===== config.mk =====
export PLATFORM = sky130hd
export DESIGN_NAME = cbch_config_header
export DESIGN_NICKNAME = d
export VERILOG_FILES = /design/src/cbch_pkg.sv /design/src/cbch_sticky_flag.sv /design/src/cbch_config_header.sv
export SDC_FILE = /design/constraint.sdc
export NUM_CORES = 1
export LEC_CHECK = 0
export CORE_MARGIN = 4
export CORE_UTILIZATION = 57
export DETAILED_ROUTE_END_ITERATION = 8
export DONT_BUFFER_PORTS = 1
export PLACE_DENSITY = 0.75
export SLEW_MARGIN = 20
export SYNTH_ARGS = -nofsm -noshare
export SYNTH_HDL_FRONTEND = slang
export SYNTH_HIERARCHICAL = 1
export SYNTH_SLANG_ARGS = --single-unit
export TNS_END_PERCENT = 5

===== constraint.sdc =====
create_clock -name ref_clk_i -period 1.9 [get_ports ref_clk_i]
set_clock_uncertainty 0.2 [all_clocks]
set_input_delay 0.19 -clock ref_clk_i [delete_from_list [all_inputs] [get_ports ref_clk_i]]
set_output_delay 0.19 -clock ref_clk_i [all_outputs]
set_load 0.005 [all_outputs]

===== src/cbch_pkg.sv =====
// constants and carrier types for the bridge configuration header block
package cbch_pkg;

  // configuration byte offsets
  localparam logic [7:0] CBCH_OFF_CLS = 8'h0C;
  localparam logic [7:0] CBCH_OFF_LAT = 8'h0D;
  localparam logic [7:0] CBCH_OFF_HDR = 8'h0E;
  localparam logic [7:0] CBCH_OFF_SELF_TEST_CONTROL = 8'h0F;
  localparam logic [7:0] CBCH_OFF_BASE = 8'h10;
  localparam logic [7:0] CBCH_OFF_CAP = 8'h14;
  localparam logic [7:0] CBCH_OFF_SSTAT = 8'h16;
  localparam logic [7:0] CBCH_OFF_EXT = 8'h80;

  // fixed and reset values
  localparam logic [7:0] CBCH_CLS_RST = 8'h00;
  localparam logic [7:0] CBCH_LAT_RST = 8'h00;
  localparam logic [7:0] CBCH_HDR_TYPE = 8'h82;
  localparam logic [7:0] CBCH_SELF_TEST_CONTROL_VAL = 8'h00;
  localparam logic [7:0] CBCH_CAP_PTR = 8'hA0;
  localparam logic [19:0] CBCH_BASE_RST = 20'h00000;
  localparam logic [11:0] CBCH_BASE_LOW = 12'h000;
  localparam logic [1:0] CBCH_SPEED_VAL = 2'h1;
  localparam logic [7:0] CBCH_CNT_MAX = 8'hFF;

  // card-side status field layout
  localparam int CBCH_SS_PARITY = 15;
  localparam int CBCH_SS_SERR = 14;
  localparam int CBCH_SS_MABORT = 13;
  localparam int CBCH_SS_TA_RX = 12;
  localparam int CBCH_SS_TA_SIG = 11;
  localparam int CBCH_SS_SPEED = 9;
  localparam int CBCH_SS_DPAR = 8;
  localparam logic [15:0] CBCH_SS_RC_MASK = 16'hF900;

  // socket window layout
  localparam logic [11:0] CBCH_WIN_LEGACY = 12'h800;

  typedef struct packed {
    logic valid;
    logic write;
    logic [2:0] func;
    logic [7:0] addr;
    logic [3:0] be;
    logic [31:0] wdata;
  } cbch_cfg_req_s;

  typedef struct packed {
    logic parity_err;
    logic card_system_error_flag;
    logic card_master_abort_flag;
    logic card_target_abort_received_flag;
    logic target_abort_sig;
    logic data_parity;
  } cbch_card_evt_s;

endpackage : cbch_pkg


===== src/cbch_sticky_flag.sv =====
// one write-one-to-clear status flag, set wins over clear
module cbch_sticky_flag (
  // clock and global reset
  input wire logic ref_clk_i,
  input wire logic reset_i,
  // set and clear
  input wire logic set_i,
  input wire logic clr_i,
  // state
  output logic flag_o
);
  logic flag_q;
  logic flag_d;

  always_comb begin
    flag_d = flag_q;
    if (clr_i) begin
      flag_d = 1'b0;
    end
    if (set_i) begin
      flag_d = 1'b1;
    end
  end

  always_ff @(posedge ref_clk_i) begin
    if (reset_i) begin
      flag_q <= 1'b0;
    end else begin
      flag_q <= flag_d;
    end
  end

  assign flag_o = flag_q;

endmodule : cbch_sticky_flag


===== src/cbch_config_header.sv =====
// configuration header registers 0Ch to 17h of the card bridge function
// Operation
// - Cache line size is an 8-bit read/write register that resets to zero.
// - Latency timer is 8-bit read/write and the count starts at zero when the device asserts FRAME as initiator.
// - Once the count has expired during an initiated transaction, it ends when the arbiter removes GNT.
// - Header type is read-only and always returns 82h.
// - Offsets 00h to 7Fh hold the standard header and 80h to FFh hold extension registers.
// - Self-test register is read-only and always returns zero.
// - Window base bits 31 to 12 are read/write, placing the window on any 4-Kbyte boundary.
// - Window base bits 11 to 0 read as zero, so all ones written reads back FFFF F000h.
// - Socket registers decode from window offset 000h and the legacy set from 800h.
// - Capability pointer is read-only and returns A0h.
// - Writing one clears a card-side status flag and writing zero leaves it alone.
// - Card-side status bits 10 to 9 are hardwired to 01b.
// - Card system error, master abort and target abort events set their status flags.
// - Sticky status flags clear only on a write of one or the global reset input, not on soft reset.
module cbch_config_header (
  // clock and resets
  input wire logic ref_clk_i,
  input wire logic reset_i,
  input wire logic soft_reset_i,
  // configuration access
  input wire cbch_pkg::cbch_cfg_req_s cfg_req_i,
  output logic cfg_ack_o,
  output logic [31:0] cfg_rdata_o,
  output logic cfg_ext_sel_o,
  // initiator latency
  input wire logic frame_start_i,
  input wire logic init_active_i,
  input wire logic gnt_i,
  output logic lat_expired_o,
  output logic init_stop_o,
  // card-side events
  input wire cbch_pkg::cbch_card_evt_s card_evt_i,
  // socket window decode
  input wire logic mem_valid_i,
  input wire logic [31:0] mem_addr_i,
  output logic win_socket_hit_o,
  output logic win_legacy_hit_o
);
  import cbch_pkg::*;

  logic [7:0] cls_q, cls_d;
  logic [7:0] lat_q, lat_d;
  logic [19:0] base_q, base_d;
  logic [7:0] cnt_q, cnt_d;
  logic ack_q, ack_d;
  logic ext_q, ext_d;
  logic [31:0] rdata_q, rdata_d;
  logic [15:0] ss_set, ss_clr, ss_flags, ss_word;
  logic hit, wr, rd;
  logic [5:0] dw;
  logic win_hit;

  // only function 0 answers in this header
  assign hit = cfg_req_i.valid && (cfg_req_i.func == 3'h0);
  assign wr = hit && cfg_req_i.write;
  assign rd = hit && !cfg_req_i.write;
  assign dw = cfg_req_i.addr[7:2];

  // card-side status flags
  assign ss_set = {card_evt_i.parity_err, card_evt_i.card_system_error_flag,
                   card_evt_i.card_master_abort_flag,
                   card_evt_i.card_target_abort_received_flag,
                   card_evt_i.target_abort_sig, 2'h0, card_evt_i.data_parity,
                   8'h00};
  assign ss_clr = (wr && dw == CBCH_OFF_SSTAT[7:2])
                ? ({{8{cfg_req_i.be[3]}}, {8{cfg_req_i.be[2]}}} & cfg_req_i.wdata[31:16])
                : 16'h0000;

  genvar gi;
  generate
    for (gi = 0; gi < 16; gi++) begin : g_ss
      if (CBCH_SS_RC_MASK[gi]) begin : g_flag
        // soft reset deliberately not wired here
        cbch_sticky_flag u_flag (
          .ref_clk_i(ref_clk_i),
          .reset_i(reset_i),
          .set_i(ss_set[gi]),
          .clr_i(ss_clr[gi]),
          .flag_o(ss_flags[gi])
        );
      end else begin : g_zero
        assign ss_flags[gi] = 1'b0;
      end
    end
  endgenerate

  always_comb begin
    ss_word = ss_flags;
    ss_word[CBCH_SS_SPEED +: 2] = CBCH_SPEED_VAL;
  end

  // register writes and read data
  always_comb begin
    cls_d = cls_q;
    lat_d = lat_q;
    base_d = base_q;
    ack_d = hit;
    ext_d = hit && (cfg_req_i.addr >= CBCH_OFF_EXT);
    rdata_d = rdata_q;
    if (wr && dw == CBCH_OFF_CLS[7:2]) begin
      if (cfg_req_i.be[0]) begin
        cls_d = cfg_req_i.wdata[7:0];
      end
      if (cfg_req_i.be[1]) begin
        lat_d = cfg_req_i.wdata[15:8];
      end
    end
    if (wr && dw == CBCH_OFF_BASE[7:2]) begin
      // low byte and bits 11:8 are not storage
      if (cfg_req_i.be[1]) begin
        base_d[3:0] = cfg_req_i.wdata[15:12];
      end
      if (cfg_req_i.be[2]) begin
        base_d[11:4] = cfg_req_i.wdata[23:16];
      end
      if (cfg_req_i.be[3]) begin
        base_d[19:12] = cfg_req_i.wdata[31:24];
      end
    end
    if (rd) begin
      unique case (dw)
        CBCH_OFF_CLS[7:2]: rdata_d = {CBCH_SELF_TEST_CONTROL_VAL, CBCH_HDR_TYPE, lat_q, cls_q};
        CBCH_OFF_BASE[7:2]: rdata_d = {base_q, CBCH_BASE_LOW};
        CBCH_OFF_CAP[7:2]: rdata_d = {ss_word, 8'h00, CBCH_CAP_PTR};
        // other header and extension offsets are answered elsewhere
        default: rdata_d = 32'h00000000;
      endcase
    end
    if (soft_reset_i) begin
      cls_d = CBCH_CLS_RST;
      lat_d = CBCH_LAT_RST;
      base_d = CBCH_BASE_RST;
    end
  end

  always_ff @(posedge ref_clk_i) begin
    if (reset_i) begin
      cls_q <= CBCH_CLS_RST;
      lat_q <= CBCH_LAT_RST;
      base_q <= CBCH_BASE_RST;
      ack_q <= 1'b0;
      ext_q <= 1'b0;
      rdata_q <= 32'h00000000;
    end else begin
      cls_q <= cls_d;
      lat_q <= lat_d;
      base_q <= base_d;
      ack_q <= ack_d;
      ext_q <= ext_d;
      rdata_q <= rdata_d;
    end
  end

  assign cfg_ack_o = ack_q;
  assign cfg_rdata_o = rdata_q;
  assign cfg_ext_sel_o = ext_q;

  // initiator latency counter, saturates so it never wraps back under the limit
  always_comb begin
    cnt_d = cnt_q;
    if (frame_start_i) begin
      cnt_d = 8'h00;
    end else if (init_active_i && cnt_q != CBCH_CNT_MAX) begin
      cnt_d = cnt_q + 8'h01;
    end
    if (soft_reset_i) begin
      cnt_d = 8'h00;
    end
  end

  always_ff @(posedge ref_clk_i) begin
    if (reset_i) begin
      cnt_q <= 8'h00;
    end else begin
      cnt_q <= cnt_d;
    end
  end

  assign lat_expired_o = init_active_i && (cnt_q >= lat_q);
  assign init_stop_o = lat_expired_o && !gnt_i;

  // window decode, 4-Kbyte aligned
  assign win_hit = mem_valid_i && (mem_addr_i[31:12] == base_q);
  assign win_socket_hit_o = win_hit && (mem_addr_i[11:0] < CBCH_WIN_LEGACY);
  assign win_legacy_hit_o = win_hit && (mem_addr_i[11:0] >= CBCH_WIN_LEGACY);
endmodule : cbch_config_header


==> metrics <==
reg-to-reg slack, setup=0.06 ns; worst-margin pin slew=0.554 ns; wire per inst=18.9 um; RSZ-0062 raised after global routing=yes; Rows=30; hold path depth=3; post-synthesis cell area=0.00397 sq mm; clock latency on the worst-skew pair=0.34 ns; Synth Warn #=6; number of synthesized register bits=84; final instance area=0.00520 sq mm; synth unique cells=41; syn nets=567; Tmin final=2.14 ns; Avg Synthesized Cell Area=8.55 sq um; launching point of the worst reg2reg path=cnt_q[0]; fill count=470; Worst-path clk slew=0.09 ns; pwr dens=690 mW/mm^2; CTS Buf Count=9; CP Capture Type=primary output; clock sink total=84; most frequent cells in the layout=78 x dfxtp_1, 63 x dlygate4sd3_1, 52 x a21oi_1; max_cap viols=0; final period utilization=1.13; Mapped Cells=464; Die Y=91.4 um; global-route wire length before repair=19300 um; Non-Filler Instances=635; Core Area=0.00679 sq mm; vias in the first global route=3952; Seq/Total Area, Yosys=0.424; Reg2Reg Depth=5; Slew HR=0.630; Detailed Place HPWL=7430 um; GP Congestion=0.905; nets@finish=637; Initial Utilization=0.584; post-route ant nets=0; Longest Clk Path Bufs=2; Hold Crit Start=cfg_req_i[38]; Post-synth top flop=dfxtp_1; Worst EP required=1.51 ns; Vias/cell=6.03; CTS H-tree depth=3; total design power=3.59 mW; initial antenna violation count=0; CTS tree=yes; DRC=0; status=finished with violations; Area growth, synth to finish=31.1%; crit path max fanout=2; share of cells above drive strength 1=0.154; worst min path class=input pin to register; leakage=1.92 nW; Post-synth EDFFs=0; most common cell after layout, fill and taps aside=dfxtp_1; Max VDD drop=434 uV; Slew Viols, Final=0; initial DRC count=188; # placed instances=555; root buffer cell=clkbuf_8; Yosys top cell by area=dfxtp_1; die area=0.00836 sq mm; # setup viols final=5; setup_tns=-0.828 ns; largest net degree at the start of global routing=41; async set or reset register ratio after synthesis=0; worst hold endpoint=cfg_rdata_o[31]; num ports=132; Setup WS post-layout=-0.240 ns; GR Overflow Total=0; port bufs=0; DP Area=0.00421 sq mm; n_diodes=0; First-pass DRT Iterations=5; GR Util All Layers=0.286; Crit path arrival time=1.75 ns; Hold Slack=0.0115 ns; worst r2r dst=cnt_q[6]; violated checks=negative setup slack; area share of the largest cell type after synthesis=0.424; die extent in x=91.4 um; Post-CTS Setup Bufs=0; Synth area leaders=dfxtp_1 42%, a21oi_1 6.6%, xor2_1 5.1%; routed vias=3826; kind of critical path=register to primary output; Startpoint Class=register; drt total wl=12000 um; Fmax=467 MHz; Hold Violations, Final=0
repair_timing:
item | in CTS | in global routing
setup endpoints to repair | 4 | 21
resized for setup | 16 | 7
hold buffers | 64 | 0
pin swaps | 8 | 2
hold endpoints to repair | 80 | 0
power breakdown:
part | internal [mW] | total, mW | switching [mW]
clock network | 0.910 | 1.56 | 0.646
registers | 1.77 | 1.78 | 0.00970
logic | 0.123 | 0.254 | 0.130
total | 2.81 | 3.59 | 0.786
metrics by stage:
step | utilization | worst slack (ns)
5_1_grt | 0.766 | -0.278
3_3_place_gp | 0.620 | 0.0334
6_report | 0.766 | -0.240
3_5_place_dp | 0.620 | -0.0290
2_1_floorplan | - | 0.00635
4_1_cts | 0.762 | -0.227
cells in the mapped netlist, types with 2 or more instances:
| cell type | count |
|---|---|
| a211oi_1 | 3 |
| a21oi_1 | 52 |
| a21oi_2 | 6 |
| a221oi_1 | 6 |
| a41o_1 | 8 |
| and2_1 | 10 |
| and3_1 | 5 |
| and4_1 | 3 |
| buf_2 | 4 |
| buf_6 | 2 |
| clkbuf_1 | 26 |
| dfxtp_1 | 84 |
| ha_1 | 9 |
| inv_1 | 20 |
| mux2_2 | 6 |
| mux2i_1 | 5 |
| nand2_1 | 46 |
| nand2b_1 | 7 |
| nand3_1 | 28 |
| nand4_1 | 22 |
| nor2_1 | 21 |
| nor3_1 | 13 |
| nor4_1 | 4 |
| o211ai_1 | 6 |
| o21ai_0 | 8 |
| o31ai_1 | 19 |
| or2_2 | 2 |
| or3_1 | 2 |
| xnor2_1 | 3 |
| xor2_1 | 23 |
how the worst max path moves through the flow:
stage,start,to,slack (ns),cells past startpoint
global placement,lat_q[7],init_stop_o,0.03,5
detailed placement,lat_q[7],init_stop_o,-0.03,5
global route,lat_q[7],init_stop_o,-0.28,5
CTS,lat_q[7],init_stop_o,-0.23,5
finish,lat_q[7],init_stop_o,-0.24,5
floorplan,cfg_req_i[45],cls_q[5],0.006,5
layer usage:
layer / GRT usage / up-vias / wire length [um] / part of all wire
met5: 0 / - / 0 / 0
met3: 0.0547 / 36 / 897 / 0.075
li1: - / 1805 / - / -
met1: 0.329 / 1789 / 4610 / 0.38
met4: 0.122 / 0 / 318 / 0.026
met2: 0.512 / 196 / 6180 / 0.51
critical path, cell delays in order (launching register included):
cell and delay, ns:
dfxtp_2 0.35, inv_2 0.05, ha_4 0.21, and3_4 0.18, a221o_1 0.35, a32o_2 0.27
registers in the layout, summed over array words and instances, names as in the netlist:
signal and count:
cls_q 8, cfg_rdata_o 32, cfg_ack_o 1, cnt_q 8, base_q 20, g_ss.g_flag.u_flag/flag_o 6
lat_q 8, cfg_ext_sel_o 1
area by class of cell:
type                            instances  area [sq um]  area share
Timing Repair Buffer                   91           915       0.176
Inverter                               20          75.1      0.0144
Clock inverter                          6           111      0.0214
Sequential cell                        84          1690       0.325
Tap cell                               96           120      0.0231
Clock buffer                           10           138      0.0264
Multi-Input combinational cell        328          2160       0.414
logic make-up after synthesis:
kind of cell             after synthesis  share of synthesized area
AO/OA/AOI/OAI                        112                      0.184
XOR/XNOR                              26                     0.0574
flip-flops                            84                      0.424
AND/OR/NAND/NOR                      170                      0.222
buffers and inverters                 52                     0.0542
multiplexers                          11                     0.0296
adder cells (fa/ha/maj)                9                     0.0284
Power figures use the tool's default switching activity.
